`src/rtl/ambient_pkg.sv`:
```
// Purpose: Shared constants and types for the ambient level backlight select block
// Assumes: 10 MHz mclk; sensor reading in 0.5 uA steps
// Notes:   Register offsets are byte addresses on the device register port
package ambient_pkg;

   // Register offsets
   localparam logic [7:0] FADE_OFS         = 8'h04;
   localparam logic [7:0] LEVEL1_PEAK_OFS  = 8'h05;
   localparam logic [7:0] LEVEL1_LOW_OFS   = 8'h06;
   localparam logic [7:0] LEVEL2_PEAK_OFS  = 8'h07;
   localparam logic [7:0] LEVEL2_LOW_OFS   = 8'h08;
   localparam logic [7:0] LEVEL3_PEAK_OFS  = 8'h09;
   localparam logic [7:0] LEVEL3_LOW_OFS   = 8'h0A;
   localparam logic [7:0] PRESENT_CODE_OFS = 8'h0B;
   localparam logic [7:0] COMPARE_CFG_OFS  = 8'h0C;
   localparam logic [7:0] OFFICE_TRIP_OFS  = 8'h0D;
   localparam logic [7:0] OFFICE_HYS_OFS   = 8'h0E;
   localparam logic [7:0] DARK_TRIP_OFS    = 8'h0F;
   localparam logic [7:0] DARK_HYS_OFS     = 8'h10;

   // Field positions in the comparator configuration register
   localparam int FILTER_MSB  = 7;
   localparam int FILTER_LSB  = 5;
   localparam int FORCE_BIT   = 4;
   localparam int DARK_EN_BIT = 1;
   localparam int OFF_EN_BIT  = 0;

   // Values after reset
   localparam logic [6:0] CODE_RESET = 7'h00;
   localparam logic [7:0] FADE_RESET = 8'h00;
   localparam logic [2:0] SENSOR_FILTER_TIME_RESET = 3'h0;

   // Timing
   localparam int unsigned CLK_PERIOD_NS      = 100;
   localparam int unsigned FILTER_BASE_NS     = 80000000;
   localparam int unsigned FILTER_BASE_CYCLES = FILTER_BASE_NS / CLK_PERIOD_NS;
   localparam int          CONVERT_CYCLES     = 4;

   // Sensor scaling: office codes are 4 uA, sensor and dark codes 0.5 uA
   localparam int unsigned      OFFICE_STEP_NA  = 4000;
   localparam int unsigned      SENSOR_STEP_NA  = 500;
   localparam logic [10:0]      OFFICE_RATIO    = 11'(OFFICE_STEP_NA / SENSOR_STEP_NA);

   typedef enum logic [1:0] {
      LEVEL_DAYLIGHT = 2'b00,
      LEVEL_OFFICE   = 2'b01,
      LEVEL_DARK     = 2'b10
   } level_type;

   typedef enum logic {
      SEQ_IDLE    = 1'b0,
      SEQ_CONVERT = 1'b1
   } seq_state_type;

   // Mirrors the comparator configuration register bit for bit
   typedef struct packed {
      logic [2:0] filter_time;
      logic       force_read;
      logic       dark_level_flag;
      logic       office_level_flag;
      logic       dark_comparator_enable;
      logic       office_comparator_enable;
   } compare_cfg_type;

endpackage

```
`src/rtl/conversion_sequencer.sv`:
```
// Purpose: Paces light sensor conversions by filter period and by forced request
// Assumes: force_read stays high until forced_done_q has been seen
// Notes:   A period end that falls inside a running conversion is dropped
`timescale 1ns/1ps
`default_nettype none
module conversion_sequencer #(
   parameter int unsigned FILTER_BASE_CYCLES = ambient_pkg::FILTER_BASE_CYCLES
) (
   // Clock and reset
   input  wire logic       mclk,
   input  wire logic       rstn,
   input  wire logic       clk_en,
   // Control
   input  wire logic [2:0] filter_time,
   input  wire logic       periodic_en,
   input  wire logic       force_read,
   // Results
   output logic            conv_done_q,
   output logic            forced_done_q
);
   localparam int CONV_LEN = ambient_pkg::CONVERT_CYCLES;

   ambient_pkg::seq_state_type state_q;
   logic [31:0]                period_cnt_q;
   logic [31:0]                period_end_cnt;
   logic [2:0]                 conv_cnt_q;
   logic                       forced_q;
   logic                       period_end;
   logic                       force_start;

   assign period_end_cnt = (32'(FILTER_BASE_CYCLES) << filter_time) - 32'h1;
   assign period_end     = periodic_en && (period_cnt_q >= period_end_cnt);
   // Block a restart while the finished force bit is still being cleared
   assign force_start    = force_read && !forced_done_q;

   always_ff @(posedge mclk or negedge rstn) begin
      if (!rstn) begin
         period_cnt_q <= 32'h0;
      end else if (clk_en) begin
         if (!periodic_en || period_end) begin
            period_cnt_q <= 32'h0;
         end else begin
            period_cnt_q <= period_cnt_q + 32'h1;
         end
      end
   end

   always_ff @(posedge mclk or negedge rstn) begin
      if (!rstn) begin
         state_q       <= ambient_pkg::SEQ_IDLE;
         conv_cnt_q    <= 3'h0;
         forced_q      <= 1'b0;
         conv_done_q   <= 1'b0;
         forced_done_q <= 1'b0;
      end else if (clk_en) begin
         conv_done_q   <= 1'b0;
         forced_done_q <= 1'b0;
         unique case (state_q)
            ambient_pkg::SEQ_IDLE: begin
               if (period_end || force_start) begin
                  state_q    <= ambient_pkg::SEQ_CONVERT;
                  conv_cnt_q <= 3'h0;
                  forced_q   <= force_start;
               end
            end
            ambient_pkg::SEQ_CONVERT: begin
               conv_cnt_q <= conv_cnt_q + 3'h1;
               if (conv_cnt_q == 3'(CONV_LEN - 1)) begin
                  state_q       <= ambient_pkg::SEQ_IDLE;
                  conv_done_q   <= 1'b1;
                  forced_done_q <= forced_q;
               end
            end
         endcase
      end
   end
endmodule
`default_nettype wire

```
`src/rtl/ambient_level_backlight_select.sv`:
```
// Purpose: Per ambient level backlight codes and ambient light comparator control
// Assumes: Register port is the byte side of the serial interface, one access a cycle
// Notes:   Fading is not applied here; the present code is the selected target
// Functional notes
// - Full brightness uses peak code of level
// - Dimmed uses low code; bit 7 unused
// - Read-only present code; writes ignored
// - Filter time bits 7-5, doubling from 0.08 s
// - Force-read bit starts exactly one conversion
// - Sequencer clears force-read when conversion finished
// - Dark flag bit 3 reports dark level
// - Office flag bit 2 reports office level
// - Bit 1 enables dark comparator
// - Bit 0 enables office comparator
// - Office flag sets below office trip
// - Office trip code is 4 uA steps
// - Office flag clears above trip plus hysteresis
// - Dark flag sets below dark trip, 0.5 uA
// - Fade register holds fade-out and fade-in times
`timescale 1ns/1ps
`default_nettype none
module ambient_level_backlight_select #(
   parameter int unsigned FILTER_BASE_CYCLES = ambient_pkg::FILTER_BASE_CYCLES
) (
   // Clock and reset
   input  wire logic                  mclk,
   input  wire logic                  rstn,
   input  wire logic                  clk_en,
   // Register port
   input  wire logic [7:0]            reg_addr,
   input  wire logic                  reg_wr,
   input  wire logic                  reg_rd,
   input  wire logic [7:0]            reg_wdata,
   output logic [7:0]                 reg_rdata_q,
   // Light sensor reading, 0.5 uA a step
   input  wire logic [10:0]           sensor_level,
   // Backlight control from the rest of the device
   input  wire logic                  automatic_adjust_enable,
   input  wire logic                  backlight_on_request,
   input  wire logic                  dim_request,
   // Backlight result
   output logic [6:0]                 present_current_code_q,
   output ambient_pkg::level_type     ambient_level_select_q,
   output logic [7:0]                 fade_time_config_q
);
   localparam int FORCE_WAIT_MAX = 12;

   ambient_pkg::compare_cfg_type cfg_q;
   ambient_pkg::level_type       level_d;
   logic [6:0]                   peak_q [0:2];
   logic [6:0]                   low_q  [0:2];
   logic [6:0]                   office_trip_q;
   logic [6:0]                   office_hys_q;
   logic [6:0]                   dark_trip_q;
   logic [6:0]                   dark_hys_q;
   logic [6:0]                   code_d;
   logic                         conv_done;
   logic                         forced_done;
   logic                         any_enable;
   logic                         cfg_wr;
   logic                         office_next;
   logic                         dark_next;
   logic [1:0]                   level_idx;

   function automatic logic [10:0] office_scale(input logic [6:0] code);
      office_scale = 11'(code) * ambient_pkg::OFFICE_RATIO;
   endfunction

   function automatic logic [10:0] dark_scale(input logic [6:0] code);
      dark_scale = {4'h0, code};
   endfunction

   // Comparator with hysteresis band between trip and trip plus hysteresis
   function automatic logic hyst_flag(input logic        flag,
                                      input logic [10:0] level,
                                      input logic [10:0] trip,
                                      input logic [10:0] hys);
      logic [11:0] rise;
      rise = {1'b0, trip} + {1'b0, hys};
      if (level < trip) begin
         hyst_flag = 1'b1;
      end else if ({1'b0, level} > rise) begin
         hyst_flag = 1'b0;
      end else begin
         hyst_flag = flag;
      end
   endfunction

   function automatic logic is_write(input logic [7:0] addr, input logic [7:0] ofs,
                                     input logic wr);
      is_write = wr && (addr == ofs);
   endfunction

   assign cfg_wr     = is_write(reg_addr, ambient_pkg::COMPARE_CFG_OFS, reg_wr);
   assign any_enable = cfg_q.dark_comparator_enable || cfg_q.office_comparator_enable;

   conversion_sequencer #(
      .FILTER_BASE_CYCLES (FILTER_BASE_CYCLES)
   ) sequencer (
      .mclk          (mclk),
      .rstn          (rstn),
      .clk_en        (clk_en),
      .filter_time   (cfg_q.filter_time),
      .periodic_en   (any_enable),
      .force_read    (cfg_q.force_read),
      .conv_done_q   (conv_done),
      .forced_done_q (forced_done)
   );

   assign office_next = hyst_flag(cfg_q.office_level_flag, sensor_level,
                                  office_scale(office_trip_q), office_scale(office_hys_q));
   assign dark_next   = hyst_flag(cfg_q.dark_level_flag, sensor_level,
                                  dark_scale(dark_trip_q), dark_scale(dark_hys_q));

   always_ff @(posedge mclk or negedge rstn) begin
      if (!rstn) begin
         fade_time_config_q <= ambient_pkg::FADE_RESET;
      end else if (clk_en && is_write(reg_addr, ambient_pkg::FADE_OFS, reg_wr)) begin
         fade_time_config_q <= reg_wdata;
      end
   end

   always_ff @(posedge mclk or negedge rstn) begin
      if (!rstn) begin
         for (int i = 0; i < 3; i++) begin
            peak_q[i] <= ambient_pkg::CODE_RESET;
            low_q[i]  <= ambient_pkg::CODE_RESET;
         end
      end else if (clk_en && reg_wr) begin
         unique case (reg_addr)
            ambient_pkg::LEVEL1_PEAK_OFS: peak_q[0] <= reg_wdata[6:0];
            ambient_pkg::LEVEL1_LOW_OFS:  low_q[0]  <= reg_wdata[6:0];
            ambient_pkg::LEVEL2_PEAK_OFS: peak_q[1] <= reg_wdata[6:0];
            ambient_pkg::LEVEL2_LOW_OFS:  low_q[1]  <= reg_wdata[6:0];
            ambient_pkg::LEVEL3_PEAK_OFS: peak_q[2] <= reg_wdata[6:0];
            ambient_pkg::LEVEL3_LOW_OFS:  low_q[2]  <= reg_wdata[6:0];
            default: begin
            end
         endcase
      end
   end

   // Trip and hysteresis codes
   always_ff @(posedge mclk or negedge rstn) begin
      if (!rstn) begin
         office_trip_q <= ambient_pkg::CODE_RESET;
         office_hys_q  <= ambient_pkg::CODE_RESET;
         dark_trip_q   <= ambient_pkg::CODE_RESET;
         dark_hys_q    <= ambient_pkg::CODE_RESET;
      end else if (clk_en && reg_wr) begin
         unique case (reg_addr)
            ambient_pkg::OFFICE_TRIP_OFS: office_trip_q <= reg_wdata[6:0];
            ambient_pkg::OFFICE_HYS_OFS:  office_hys_q  <= reg_wdata[6:0];
            ambient_pkg::DARK_TRIP_OFS:   dark_trip_q   <= reg_wdata[6:0];
            ambient_pkg::DARK_HYS_OFS:    dark_hys_q    <= reg_wdata[6:0];
            default: begin
            end
         endcase
      end
   end

   // Comparator configuration, force request and flags
   always_ff @(posedge mclk or negedge rstn) begin
      if (!rstn) begin
         cfg_q <= '0;
         cfg_q.filter_time <= ambient_pkg::SENSOR_FILTER_TIME_RESET;
      end else if (clk_en) begin
         if (cfg_wr) begin
            cfg_q.filter_time <= reg_wdata[ambient_pkg::FILTER_MSB:ambient_pkg::FILTER_LSB];
            cfg_q.dark_comparator_enable   <= reg_wdata[ambient_pkg::DARK_EN_BIT];
            cfg_q.office_comparator_enable <= reg_wdata[ambient_pkg::OFF_EN_BIT];
         end
         // sequencer clears force; a new write wins
         if (cfg_wr && reg_wdata[ambient_pkg::FORCE_BIT]) begin
            cfg_q.force_read <= 1'b1;
         end else if (forced_done) begin
            cfg_q.force_read <= 1'b0;
         end
         if (!cfg_q.dark_comparator_enable) begin
            cfg_q.dark_level_flag <= 1'b0;
         end else if (conv_done) begin
            cfg_q.dark_level_flag <= dark_next;
         end
         if (!cfg_q.office_comparator_enable) begin
            cfg_q.office_level_flag <= 1'b0;
         end else if (conv_done) begin
            cfg_q.office_level_flag <= office_next;
         end
      end
   end

   // without automatic adjust the daylight codes stay in use
   always_comb begin
      level_d = ambient_pkg::LEVEL_DAYLIGHT;
      if (automatic_adjust_enable) begin
         if (cfg_q.dark_level_flag) begin
            level_d = ambient_pkg::LEVEL_DARK;
         end else if (cfg_q.office_level_flag) begin
            level_d = ambient_pkg::LEVEL_OFFICE;
         end
      end
   end

   assign level_idx = level_d;

   always_comb begin
      code_d = ambient_pkg::CODE_RESET;
      if (backlight_on_request) begin
         code_d = dim_request ? low_q[level_idx] : peak_q[level_idx];
      end
   end

   always_ff @(posedge mclk or negedge rstn) begin
      if (!rstn) begin
         present_current_code_q <= ambient_pkg::CODE_RESET;
         ambient_level_select_q <= ambient_pkg::LEVEL_DAYLIGHT;
      end else if (clk_en) begin
         present_current_code_q <= code_d;
         ambient_level_select_q <= level_d;
      end
   end

   always_ff @(posedge mclk or negedge rstn) begin
      if (!rstn) begin
         reg_rdata_q <= 8'h00;
      end else if (clk_en && reg_rd) begin
         unique case (reg_addr)
            ambient_pkg::FADE_OFS:         reg_rdata_q <= fade_time_config_q;
            ambient_pkg::LEVEL1_PEAK_OFS:  reg_rdata_q <= {1'b0, peak_q[0]};
            ambient_pkg::LEVEL1_LOW_OFS:   reg_rdata_q <= {1'b0, low_q[0]};
            ambient_pkg::LEVEL2_PEAK_OFS:  reg_rdata_q <= {1'b0, peak_q[1]};
            ambient_pkg::LEVEL2_LOW_OFS:   reg_rdata_q <= {1'b0, low_q[1]};
            ambient_pkg::LEVEL3_PEAK_OFS:  reg_rdata_q <= {1'b0, peak_q[2]};
            ambient_pkg::LEVEL3_LOW_OFS:   reg_rdata_q <= {1'b0, low_q[2]};
            ambient_pkg::PRESENT_CODE_OFS: reg_rdata_q <= {1'b0, present_current_code_q};
            ambient_pkg::COMPARE_CFG_OFS:  reg_rdata_q <= cfg_q;
            ambient_pkg::OFFICE_TRIP_OFS:  reg_rdata_q <= {1'b0, office_trip_q};
            ambient_pkg::OFFICE_HYS_OFS:   reg_rdata_q <= {1'b0, office_hys_q};
            ambient_pkg::DARK_TRIP_OFS:    reg_rdata_q <= {1'b0, dark_trip_q};
            ambient_pkg::DARK_HYS_OFS:     reg_rdata_q <= {1'b0, dark_hys_q};
            default:                       reg_rdata_q <= 8'h00;
         endcase
      end
   end
endmodule
`default_nettype wire

```
`config.mk`:
```
export PLATFORM = sky130hd
export DESIGN_NAME = ambient_level_backlight_select
export DESIGN_NICKNAME = d
export VERILOG_FILES = /design/src/rtl/ambient_pkg.sv /design/src/rtl/conversion_sequencer.sv /design/src/rtl/ambient_level_backlight_select.sv
export SDC_FILE = /design/constraint.sdc
export NUM_CORES = 1
export LEC_CHECK = 0
export BUFFER_PORTS_ARGS = -buffer_cell sky130_fd_sc_hd__buf_2
export CELL_PAD_IN_SITES_DETAIL_PLACEMENT = 0
export CELL_PAD_IN_SITES_GLOBAL_PLACEMENT = 1
export CORE_ASPECT_RATIO = 0.75
export CORE_UTILIZATION = 52
export CTS_CLUSTER_DIAMETER = 40
export DETAILED_ROUTE_END_ITERATION = 7
export PLACE_DENSITY = 0.88
export SETUP_SLACK_MARGIN = 0.5
export SYNTH_ARGS = -nofsm -noshare
export SYNTH_HDL_FRONTEND = slang
export SYNTH_SLANG_ARGS = --single-unit
```
`constraint.sdc`:
```
create_clock -name mclk -period 12.5 [get_ports mclk]
set_input_delay 0.625 -clock mclk [delete_from_list [all_inputs] [get_ports mclk]]
set_output_delay 0.625 -clock mclk [all_outputs]
set_load 0.1 [all_outputs]
```
**After elaboration in Yosys (flattened, before gate mapping)**

Cells that the tools add are included.
Widths: inputs -> output; s select.

- Add/sub/neg operators: 5
- Magnitude comparators: 6
- Eq/ne operators: 19
- Shifts and indexed selects: 1
- Multiplexer cells: 32
- Bitwise gates (word level): 2
- Reduce and logical (&&, ||, !) cells: 30

Operators by type and width:

| kind | number |
|---|---|
| $pmux 8 s13 | 1 |
| $eq 8x4->1 const B | 8 |
| $mux 7 | 6 |
| $add 32x1->32 const B | 1 |
| $eq 8x3->1 const B | 4 |
| $ge 32x32->1 | 1 |
| $mux 32 | 1 |
| $shl 20x3->32 const A | 1 |
| $sub 32x1->32 const B | 1 |
| $bmux 7 s2 | 2 |
| $reduce_and 2->1 | 13 |
| $mux 1 | 17 |
| $add 10x10->11 | 1 |
| $gt 11x11->1 | 1 |
| $gt 11x8->1 | 1 |
| $lt 11x10->1 | 1 |
| $lt 11x7->1 | 1 |
| $reduce_and 3->1 | 3 |
| $add 7x7->8 | 1 |
| $eq 8x5->1 const B | 1 |
| $logic_and 1x1->1 | 8 |
| $ne 2x1->1 const B | 3 |
| $ne 3x1->1 const B | 2 |
| $pmux 3 s2 | 1 |
| other kinds (11) | 15 |

- Register bits: 142
- Bits of input ports: 35
- Output and inout port bits: 25
- Logic and storage cells: 121

**Logic depth before layout (Yosys ltp)**

Gate-level depths: netlist of the first run.

- Depth in word-level cells: 9
- Mapped depth: 20
- Gate-level depth less buffers: 16

**Cells and area by module**

From an unflattened synthesis of the first run, not the netlist that was laid out.

- Cells, all modules: 889
- Area total of the unflattened synthesis: 9,135.0 um2

Modules (own cells, without submodules):

| module | instances | cells each | area each (um2) | seq. area each (um2) |
|---|---|---|---|---|
| ambient_level_backlight_select | 1 | 568 | 6,259.8 | 2,577.5 |
| conversion_sequencer | 1 | 321 | 2,875.3 | 975.9 |

**Worst setup path before layout of the first run**

OpenSTA, ideal clock, no wires.

- Kind: reg-to-reg
- Start point: reg, netlist name cfg_q[7]
- End point: reg sequencer.period_cnt_q[28]
- Data arrival time: 4.005 ns
- Data required time: 12.381 ns
- Setup slack: 8.375 ns
- Stages on the path, launching flop included: 19
- Buffers on the path: 5
- Period minus slack after synthesis: 4.125 ns
- Path through: dfrtp_1 clkbuf_1 clkbuf_1 clkbuf_1 inv_1 ha_1 or4b_2 nor3_1 a32oi_1 ha_1 nand4_1 nor4_2 o311ai_1 nand4_1 o21bai_2 and2_1 buf_6 buf_6 nor2_1

- Cells in the longest elaborated chain, start to end: 6

RTL lines:

| what | line | RTL |
|---|---|---|
| $shl 20x3->32 | conversion_sequencer.sv:31 | `assign period_end_cnt = (32'(FILTER_BASE_CYCLES) << filter_time) - 32'h1;` |
| $sub 32x1->32 | conversion_sequencer.sv:31 |  |
| $ge 32x32->1 | conversion_sequencer.sv:32 | `assign period_end = periodic_en && (period_cnt_q >= period_end_cnt);` |
| $logic_and 1x1->1 | conversion_sequencer.sv:32 |  |
| $logic_or 1x1->1 | conversion_sequencer.sv:40 | `if (!periodic_en \|\| period_end) begin` |
| $mux 32 | conversion_sequencer.sv:40 |  |
| end signal, assigned | conversion_sequencer.sv:43 | `period_cnt_q <= period_cnt_q + 32'h1;` |
| end, declared | conversion_sequencer.sv:24 | `logic [31:0] period_cnt_q;` |

No other way between the ends.
A chain may end at the register's enable or synchronous reset.

**Final worst setup path of the first run**

- Start point: reg, netlist name cfg_q[7]
- End point: reg sequencer.period_cnt_q[20]

- Cells in the longest elaborated chain, start to end: 6

RTL lines:

| what | line |
|---|---|
| $shl 20x3->32 | conversion_sequencer.sv:31 |
| $sub 32x1->32 | conversion_sequencer.sv:31 |
| $ge 32x32->1 | conversion_sequencer.sv:32 |
| $logic_and 1x1->1 | conversion_sequencer.sv:32 |
| $logic_or 1x1->1 | conversion_sequencer.sv:40 |
| $mux 32 | conversion_sequencer.sv:40 |

No other way between the ends.

==> flow_metrics.py, run 1 <==
metrics = {
    "floorplanning": {
        "die_area_sq_um": 17920,
        "die_h_um": 116.2,
        "core_sq_um": 16930,
        "start_util_pct": 53.39,
        "die_w_um": 154.2,
        "rows": 41,
        "ios": 60,
    },
    "synth": {
        "synth_edf_count": 0,
        "syn_nets": 998,
        "synthCells": 881,
        "ys_ff_latch": 142,
        "ys_types": 71,
        "yosysSeqAreaShare_pct": 39.31,
        "async_flop_share_pct": 100.0,
        "synth_warnings": 0,
        "synth_ff_type": "dfrtp_1",
        "syn_area_per_cell_sq_um": 10.26,
        "synth.cell_area_sq_um": 9039,
    },
    "clocking": {
        "clkTransAtPathRegs_ps": 60,
        "post_cts_buffers": 0,
        "cts_resized": 0,
        "cts_buffers": 17,
        "cts_buffer_depth": 2,
        "cts_tree": "done",
        "htree_levels": 4,
        "root_buffer": "clkbuf_16",
        "cts.hold.buffers_added": 0,
        "clock_latency_ps": 430,
        "cts.sinks": 142,
    },
    "global_routing": {
        "grt_pass1_wl_um": 38260,
        "grt-busiest-layer": "met1",
        "grt_util_met3_pct": 8.534,
        "grt_pass1_vias": 6816,
        "grt_util_all_layers_pct": 28.28,
        "antenna_found_initial": 0,
        "grt_overflow": 0,
        "grt_util_met1_pct": 42.54,
        "grt_max_degree": 75,
        "use_met2_pct": 38.97,
    },
    "drt": {
        "wl_per_cell_um": 20.99,
        "ant_nets": 0,
        "wl_um": 24180,
        "drt-initial-drc-count": 724,
        "first_pass_iters": 6,
        "drc": 0,
        "viasPerCell": 6.227,
        "dr_total_vias": 7173,
    },
    "finish": {
        "fill_cells": 1440,
        "regArea_sq_um": 3553,
        "multi_input_area_sq_um": 5142,
        "nets": 1041,
        "final_cell_mix": "dfrtp_1 (142), mux2_2 (82), ha_1 (79)",
        "layout_commonest_cell": "dfrtp_1",
        "area_delta_synth_final_pct": 11.16,
        "antenna_cells": 0,
        "drive_gt1_share_pct": 21.66,
    },
    "power": {
        "peakVddDrop_uv": 92.30,
        "cellLeakagePower_nw": 4.759,
        "p_per_area_nw_per_um2": 111.0,
    },
    "sta": {
        "setup_viol": 0,
        "final.period_utilization_pct": 39.67,
        "hold_viol": 0,
        "fmax_ghz": 0.2016,
        "whs_ps": 202.1,
        "rsz0062_at_grt": "false",
        "worst_slew_pin_slew_ps": 1105,
        "final_max_slew_viol_count": 0,
        "finClkSkew_ps": 9.828,
        "fin_crit_ps": 4959,
        "finalSetupTns_ps": 0,
        "maxSlewHeadroom_pct": 26.19,
    },
    "worst_setup_path": {
        "reg2reg_from": "cfg_q[7]",
        "max_stage_delay_ps": 930,
        "start_kind": "flop",
        "rr_worst_depth": 13,
        "critical_path.max_fanout": 30,
        "critPathCaptureType": "flop",
        "r2r_end": "sequencer.period_cnt_q[20]",
        "critical_path.top_delay_family": "simple AND/OR/NAND/NOR gates",
        "worstPathBufferInverterCount": 1,
        "crit_type": "flop to flop",
        "crit_slowest_cell": "dfrtp_1",
        "worstPathCellList": "inv_1, ha_1, or4b_2, nor3_1, a32oi_1, ha_1, nand4_1, nor4_2, o311ai_1, nand4_1, o21bai_2, and2_1, nor2_1",
        "critical_path_arrival_ps": 5230,
        "r2r_slack_ps": 7540,
        "required_ps": 12780,
    },
    "min_path": {
        "hp-class": "input port to asynchronous set/reset pin",
    },
    "flow_run": {
        "maxCapViolCount": 0,
    },
    "place": {
        "hpwlAfterDp_um": 17420,
        "portBuffers": 59,
        "routabilityCongestion": 0.8813,
    },
    "status": {
        "status": "finished clean",
    },
}
[metal layers]
metal	routed length [um]	vias up	part of all wire, %
met2	10040	295	42
met5	0	-	0
li1	-	3325	-
met4	393	0	1.6
met1	11560	3521	48
met3	2188	32	9.0
[cell usage after synthesis (17+ instances only)]
library cell    n  area (sq um)
dfrtp_1       142          3553
mux2_2         82         923.4
ha_1           79         988.5
nor2_1         69         259.0
nand2_1        59         221.5
a21oi_1        44         220.2
inv_1          40         150.1
o21ai_0        40         200.2
nand3_1        28         140.1
clkbuf_1       26         97.59
xnor2_1        21         183.9
mux2i_1        20         200.2
xor2_1         18         157.7
nand4_1        17         106.4
[flip-flops by register name, indices dropped and copies added, names as in the netlist, 3 cells and up]
| signal | count |
|---|---|
| present_current_code_q | 7 |
| office_trip_q | 7 |
| peak_q | 21 |
| low_q | 21 |
| sequencer.period_cnt_q | 32 |
| office_hys_q | 7 |
| reg_rdata_q | 8 |
| cfg_q | 8 |
| sequencer.conv_cnt_q | 3 |
| dark_trip_q | 7 |
| fade_time_config_q | 8 |
| dark_hys_q | 7 |
[stage by stage]
| stage | area, sq um | cells | util, % | setup slack (ps) | total power, mW |
|---|---|---|---|---|---|
| finish | 10050 | 1152 | 59.35 | 7541 | 1.116 |
| global route | 10050 | 1152 | 59.35 | 7014 | 1.153 |
| CTS | 10050 | 1152 | 59.35 | 7552 | 1.117 |
| detailed placement | 9454 | 1120 | 55.85 | 7607 | 0.6112 |
| global placement | 9454 | 1120 | 55.85 | 7760 | 0.6088 |
| floorplan | 9039 | 881 | - | 8375 | 0.5683 |
[cells by family after synthesis]
kind of cell	count (synthesis)	synth area share, %
buffers and inverters	80	3.793
AND/OR/NAND/NOR	244	13.82
multiplexers	109	14.17
flip-flops	142	39.31
AO/OA/AOI/OAI	185	13.52
XOR/XNOR	39	3.779
adder cells (fa/ha/maj)	82	11.60
[where the power goes]
group | switching [mW] | total, mW | internal (mW)
logic | 0.0781 | 0.121 | 0.0427
registers | 0.0126 | 0.484 | 0.471
clock network | 0.217 | 0.511 | 0.294
[worst max path at each step]
stage | startpoint | end | slack, ps | cells after the start
after global routing | cfg_q[7] | sequencer.period_cnt_q[20] | 7010 | 13
final | cfg_q[7] | sequencer.period_cnt_q[20] | 7540 | 13
after floorplan | cfg_q[7] | sequencer.period_cnt_q[28] | 8380 | 18
after detailed placement | cfg_q[7] | sequencer.period_cnt_q[10] | 7610 | 13
after CTS | cfg_q[7] | sequencer.period_cnt_q[10] | 7550 | 13
after global placement | cfg_q[7] | sequencer.period_cnt_q[17] | 7760 | 13
[final cells by class]
cell class                      instances  share of cell area [%]
Tap cell                              215                   2.677
Timing Repair Buffer                   64                   3.375
Clock buffer                           20                   4.645
Multi-Input combinational cell        659                   51.18
Clock inverter                         12                   1.258
Inverter                               40                   1.494
Sequential cell                       142                   35.37
[worst register-to-register path, delay by kind of cell, from the launching register on]
family	cells	cell delay, ps
DFF	1	930
buffers and inverters	1	300
AOI/OAI and AO/OA	3	450
and+or+nand+nor	7	2400
adders and majority gates	2	730
Note: power is estimated with default switching activity, not from simulation.
==> run 2, diff against run 1 <==
Settings changed: ABC_AREA set to 1, CORE_UTILIZATION 52 to 46, PLACE_DENSITY 0.88 to 0.84.
Clock period 12.5 ns to 5 ns, I/O delays scaled along.
==> run 2 against run 1 <==
Die area increased by 15%. Power increased to 2.5 times the previous value. Worst setup slack got worse by 6500 ps. Critical path depth increased by 9. Worst hold slack got worse by 57 ps. Synthesized cell count increased by 38%. Routed wire length increased by 5.2%. Clock skew increased by 0.95 ps. Maximum frequency increased by 24%. First-iteration DRC count decreased by 6.5%. Largest power group unchanged.
==> flow_metrics.py, run 2 <==
metrics = {
    "finish": {
        "final_cell_mix": "nand2_1 (378), dfrtp_1 (142), inv_1 (126)",
        "largest_reg_flops": 32,
        "nets": 1382,
        "top_regs": "sequencer.period_cnt_q (32), low_q (21), peak_q (21)",
        "antenna_cells": 0,
        "final_area_sq_um": 10290,
        "layout_commonest_cell": "nand2_1",
        "stdcell_count": 1531,
        "area_delta_synth_final_pct": 12.19,
        "largest_register": "sequencer.period_cnt_q",
        "fin_util_pct": 52.97,
        "drive_gt1_share_pct": 9.703,
    },
    "sta": {
        "final_max_slew_viol_count": 0,
        "setup_ws_ps": 993.6,
        "final.period_utilization_pct": 80.13,
        "maxSlewHeadroom_pct": 34.27,
        "rsz0062_at_grt": "false",
        "finalSetupTns_ps": 0,
        "fin_crit_ps": 4006,
        "worst_slew_pin_slew_ps": 983.0,
        "fmax_ghz": 0.2496,
        "whs_ps": 145.4,
        "setup_viol": 0,
        "finClkSkew_ps": 10.78,
        "hold_viol": 0,
    },
    "floorplanning": {
        "die_area_sq_um": 20520,
        "die_w_um": 165.1,
        "die_h_um": 124.3,
        "start_util_pct": 47.21,
        "ios": 60,
        "rows": 44,
        "core_sq_um": 19430,
    },
    "drt": {
        "met1Wirelength_um": 12820,
        "top_layer": "met4",
        "drt-initial-drc-count": 677,
        "drc": 0,
        "viasPerCell": 5.297,
        "first_pass_iters": 5,
        "wl_met2_um": 10570,
        "route.met3.wl_um": 1575,
        "wl_um": 25450,
        "ant_nets": 0,
        "wl_per_cell_um": 16.62,
        "dr_total_vias": 8109,
    },
    "worst_setup_path": {
        "critical_path_arrival_ps": 4310,
        "critPathMostFrequentCell": "nand2_1",
        "max_stage_delay_ps": 670,
        "critical_path.top_delay_family": "simple AND/OR/NAND/NOR gates",
        "crit_slowest_cell": "dfrtp_1",
        "critical_path.max_fanout": 17,
        "rr_worst_depth": 22,
        "worstPathBufferInverterCount": 4,
        "required_ps": 5310,
        "worstPathCellList": "clkinv_1, ha_1, nor2_1, nand2_1, nand2_1, nand2_1, nor3_1, nand2_1, nand2_1, inv_1, ha_1, nand2_1, inv_1, nand2_1, nor2_1, nand2_1, nor2_1, nand2_1, nand3_1, nand2_1, inv_2, nor2_1",
        "start_kind": "flop",
        "crit_type": "flop to flop",
        "cp_num_cells": 22,
        "critPathCaptureType": "flop",
    },
    "clocking": {
        "htree_levels": 4,
        "post_cts_buffers": 0,
        "clock_latency_ps": 430,
        "cts_buffer_depth": 2,
        "cts_tree": "done",
        "clkTransAtPathRegs_ps": 60,
        "cts.sinks": 142,
        "root_buffer": "clkbuf_16",
        "cts_buffers": 17,
    },
    "place": {
        "place_ws_ps": 1015,
        "hpwlAfterDp_um": 18940,
        "routabilityCongestion": 0.8931,
        "portBuffers": 59,
        "dp_cells": 1498,
        "place_area_sq_um": 9652,
    },
    "power": {
        "peakVddDrop_uv": 233.8,
        "internal-power_mw": 2.090,
        "finalPower_mw": 2.845,
        "cellLeakagePower_nw": 5.160,
        "p_sw_mw": 0.7544,
        "p_sw_share_pct": 26.52,
        "power.share.clock_pct": 48.5,
        "p_seq_share_pct": 42.3,
        "p_per_area_nw_per_um2": 276.4,
        "p_comb_share_pct": 9.2,
    },
    "synth": {
        "synthCells": 1219,
        "async_flop_share_pct": 100.0,
        "synth_top_area_cell": "dfrtp_1",
        "synth_warnings": 0,
        "synth_edf_count": 0,
        "ys_types": 42,
        "synthDominantCellAreaShare_pct": 38.73,
        "ys_ff_latch": 142,
        "netlist_top_cells_count": "nand2_1 (378), dfrtp_1 (142), inv_1 (126), o21ai_0 (108), nor2_1 (83)",
        "synth_ff_type": "dfrtp_1",
        "syn_area_per_cell_sq_um": 7.527,
        "synth.most_common_cell": "nand2_1",
        "synthTopCellsByArea": "dfrtp_1 (39%), nand2_1 (15%), ha_1 (11%)",
        "syn_nets": 1336,
        "synth.cell_area_sq_um": 9175,
        "yosysSeqAreaShare_pct": 38.73,
    },
    "flow_run": {
        "maxCapViolCount": 0,
    },
    "global_routing": {
        "antenna_found_initial": 0,
        "grt_pass1_wl_um": 41300,
        "grt_overflow": 0,
        "grt_max_degree": 104,
        "grt_pass1_vias": 7605,
        "grt_util_all_layers_pct": 26.52,
    },
    "status": {
        "status": "finished clean",
    },
    "min_path": {
        "holdPathStages": 3,
        "hp-class": "input port to flop",
    },
}
## run 2: per-layer routing
layer	global-route usage, %	vias up
li1	-	4078
met1	40.99	3766
met2	36.84	236
met3	4.662	29
met4	8.797	0
met5	0	-
## run 2: path summary, 6_finish.rpt
path,slack (ps),end,startpoint
max,990,sequencer.period_cnt_q[21],cfg_q[7]
min,150,fade_time_config_q[7],reg_wdata[7]
max reg2reg,990,sequencer.period_cnt_q[21],cfg_q[7]
min reg2reg,480,reg_rdata_q[0],reg_rdata_q[0]
max in group asynchronous,3360,present_current_code_q[2],rstn
min in group asynchronous,490,sequencer.conv_cnt_q[0],rstn
## run 2: repair_timing
item	in CTS	in global routing
gates resized for setup	0	0
endpoints found under the hold margin	8	0
hold buffers	1	0
## run 2: cell type report
| cell class | count | area [sq um] |
|---|---|---|
| fillers | 1881 | 9140 |
| inverters | 132 | 495.5 |
| repair buffers | 61 | 319.1 |
| clock inverters | 15 | 206.4 |
| well taps | 253 | 316.6 |
| multi-input cells | 911 | 4977 |
| clock buffers | 17 | 425.4 |
| flip-flops and latches | 142 | 3553 |
## run 2: power groups by stage
stage | registers, mW | clock network (mW) | logic, mW
3_5_place_dp | 1.22 | 0 | 0.263
5_1_grt | 1.20 | 1.44 | 0.298
6_report | 1.20 | 1.38 | 0.262
3_3_place_gp | 1.22 | 0 | 0.258
4_1_cts | 1.20 | 1.40 | 0.265
2_1_floorplan | 1.25 | 0 | 0.135
## run 2: worst register-to-register path: stages (launching register included)
cell	delay, ps
dfrtp_1	670
clkinv_1	480
ha_1	380
nor2_1	110
nand2_1	90
nand2_1	90
nand2_1	50
nor3_1	230
nand2_1	80
nand2_1	70
inv_1	40
ha_1	250
nand2_1	40
inv_1	50
nand2_1	50
nor2_1	150
nand2_1	80
nor2_1	80
nand2_1	70
nand3_1	110
nand2_1	260
inv_2	370
nor2_1	90
## run 2: cells by family (layout without fill, tap and decap cells)
kind of cell | count (synthesis) | in the layout | share of synthesized area, %
buf+inv | 166 | 225 | 7.023
fa+ha+maj | 82 | 82 | 11.43
simple gates | 606 | 606 | 28.73
compound gates | 195 | 195 | 11.41
flops | 142 | 142 | 38.73
xor+xnor | 28 | 28 | 2.673
==> run 3, diff against run 2 <==
Settings changed: ABC_AREA 1 to 0, CORE_UTILIZATION 46 to 49.
Clock period 5 ns to 3.89 ns, I/O delays scaled along.
==> run 3 against run 2 <==
Critical endpoint is now sequencer.period_cnt_q[2]. Sequential power is 29% higher. Core utilization is 5.3 points higher. Worst setup slack worse by 580 ps. Non-clock buffer count is 23 higher. Largest power group unchanged. Register-to-register slack worse by 580 ps.
==> flow_metrics.py, run 3 (synthesis results as in run 1) <==
metrics = {
    "clocking": {
        "clock_latency_ps": 440,
        "cts_buffer_depth": 2,
        "cts.sinks": 142,
        "htree_levels": 4,
        "clkTransAtPathRegs_ps": 60,
        "cts_buffers": 17,
        "root_buffer": "clkbuf_16",
        "cts_tree": "done",
    },
    "power": {
        "internal-power_mw": 2.568,
        "p_per_area_nw_per_um2": 343.9,
        "p_sw_share_pct": 28.32,
        "cellLeakagePower_nw": 4.853,
        "p_seq_share_pct": 43.3,
        "p_comb_share_pct": 11.8,
        "p_sw_mw": 1.015,
        "power.share.clock_pct": 44.9,
        "peakVddDrop_uv": 289.5,
    },
    "place": {
        "hpwlAfterDp_um": 17740,
        "portBuffers": 59,
        "routabilityCongestion": 0.8679,
    },
    "worst_setup_path": {
        "max_stage_delay_ps": 480,
        "required_ps": 4210,
        "critical_path_arrival_ps": 3790,
        "critPathMostFrequentCell": "nand4_1",
        "start_kind": "flop",
        "worstPathCellList": "clkinvlp_4, ha_4, or4b_4, nor3_4, a32oi_1, ha_2, nand4_1, nor4_2, o311ai_1, nand4_1, o21bai_4, buf_6, o21ai_1, o2bb2ai_1",
        "critical_path.top_delay_family": "simple AND/OR/NAND/NOR gates",
        "worstPathBufferInverterCount": 2,
        "critPathCaptureType": "flop",
        "critical_path.max_fanout": 6,
        "crit_type": "flop to flop",
        "crit_slowest_cell": "or4b_4",
    },
    "finish": {
        "top_regs": "sequencer.period_cnt_q (32), low_q (21), peak_q (21)",
        "drive_gt1_share_pct": 27.71,
        "fin_util_pct": 58.31,
        "multi_input_area_sq_um": 5329,
        "final_cell_mix": "dfrtp_1 (140), mux2_2 (82), ha_1 (73)",
        "antenna_cells": 0,
        "fill_cells": 1549,
        "nets": 1064,
        "area_delta_synth_final_pct": 15.27,
        "regArea_sq_um": 3556,
        "largest_reg_flops": 32,
        "largest_register": "sequencer.period_cnt_q",
        "layout_commonest_cell": "dfrtp_1",
    },
    "sta": {
        "hold_viol": 0,
        "finClkSkew_ps": 9.613,
        "fmax_ghz": 0.2880,
        "final_max_slew_viol_count": 0,
        "finalSetupTns_ps": 0,
        "fin_crit_ps": 3472,
        "maxSlewHeadroom_pct": 28.10,
        "setup_viol": 0,
        "final.period_utilization_pct": 89.25,
        "worst_slew_pin_slew_ps": 1075,
        "rsz0062_at_grt": "true",
    },
    "floorplanning": {
        "core_sq_um": 17870,
        "rows": 42,
        "start_util_pct": 50.59,
        "die_area_sq_um": 19000,
        "die_h_um": 119.6,
        "ios": 60,
        "die_w_um": 158.8,
    },
    "flow_run": {
        "maxCapViolCount": 0,
    },
    "global_routing": {
        "grt_pass1_wl_um": 39440,
        "antenna_found_initial": 0,
        "grt_max_degree": 76,
        "grt_pass1_vias": 7007,
        "grt_util_all_layers_pct": 27.19,
        "grt_overflow": 0,
    },
    "drt": {
        "ant_nets": 0,
        "wl_um": 24940,
        "first_pass_iters": 5,
        "drt-initial-drc-count": 662,
        "dr_total_vias": 7320,
        "drc": 0,
        "viasPerCell": 6.090,
        "wl_per_cell_um": 20.75,
    },
    "status": {
        "status": "finished clean",
    },
    "min_path": {
        "hp-class": "input port to flop",
    },
}
[run 3: cell count changes in the layout (fill, tap and decap cells not counted), moves of 20 or more]
cell / previous run / this run
buf_4: 1 / 22
mux2i_1: 0 / 20
nand3_1: 62 / 28
mux2_2: 0 / 82
nor2_1: 83 / 55
inv_1: 126 / 36
nand2_1: 378 / 58
o21ai_0: 108 / 32
[run 3: area by class of cell]
type / instances / area share [%]
multi-input cells: 662 / 51.15
flip-flops and latches: 142 / 34.13
repair buffers: 84 / 4.792
clock buffers: 17 / 4.083
well taps: 242 / 2.906
inverters: 40 / 1.513
clock inverters: 15 / 1.429
[run 3: what timing repair did]
action | 4_1_cts | 5_1_grt
pin swaps | 1 | 17
hold buffers | 1 | 0
setup buffers | 7 | 5
cloned | 1 | 2
hold endpoints to repair | 73 | 0
setup endpoints to repair | 35 | 37
gates resized for setup | 10 | 40
[run 3: power by group through the flow]
stage	logic, mW	clock network (mW)	registers (mW)
after floorplan	0.236	0	1.60
after global placement	0.389	0	1.58
after detailed placement	0.394	0	1.58
after CTS	0.406	1.63	1.55
after global routing	0.466	1.69	1.56
final	0.422	1.61	1.55
[run 3: worst register-to-register path: stages (launching register included)]
cell and delay (ps):
dfrtp_2 390, clkinvlp_4 170, ha_4 320, or4b_4 480
nor3_4 190, a32oi_1 130, ha_2 340, nand4_1 170
nor4_2 290, o311ai_1 120, nand4_1 190, o21bai_4 220
buf_6 150, o21ai_1 50, o2bb2ai_1 140
[run 3: final timing paths]
check                               startpoint                    endpoint  slack (ps)  cells past startpoint
worst max register to register        cfg_q[6]   sequencer.period_cnt_q[2]         420                     14
worst max-delay path                  cfg_q[6]   sequencer.period_cnt_q[2]         420                     14
max in group asynchronous                 rstn     sequencer.conv_cnt_q[2]        2620                      3
worst min-delay path              reg_wdata[7]                    cfg_q[7]           9                      2
min in group asynchronous                 rstn  sequencer.period_cnt_q[18]         310                      2
worst min register to register  reg_rdata_q[4]              reg_rdata_q[4]         480                      2
[run 3: per-stage QoR]
stage	area, sq um	instances	worst slack [ps]	total power [mW]	hold WS [ps]
floorplan	9109	881	377.8	1.831	-101.1
global placement	9579	1154	318.5	1.967	250.2
detailed placement	9579	1154	242.7	1.973	251.7
CTS	10250	1195	506.9	3.583	3.059
global route	10420	1202	267.3	3.717	11.57
finish	10420	1202	418.1	3.583	9.292
[run 3: per-layer routing]
layer | vias to the layer above | GRT usage, % | share of wire (%)
met5 | - | 0 | 0
met4 | 0 | 6.493 | 1.2
met3 | 30 | 8.088 | 8.8
met2 | 270 | 38.02 | 42
met1 | 3648 | 40.68 | 48
li1 | 3372 | - | -
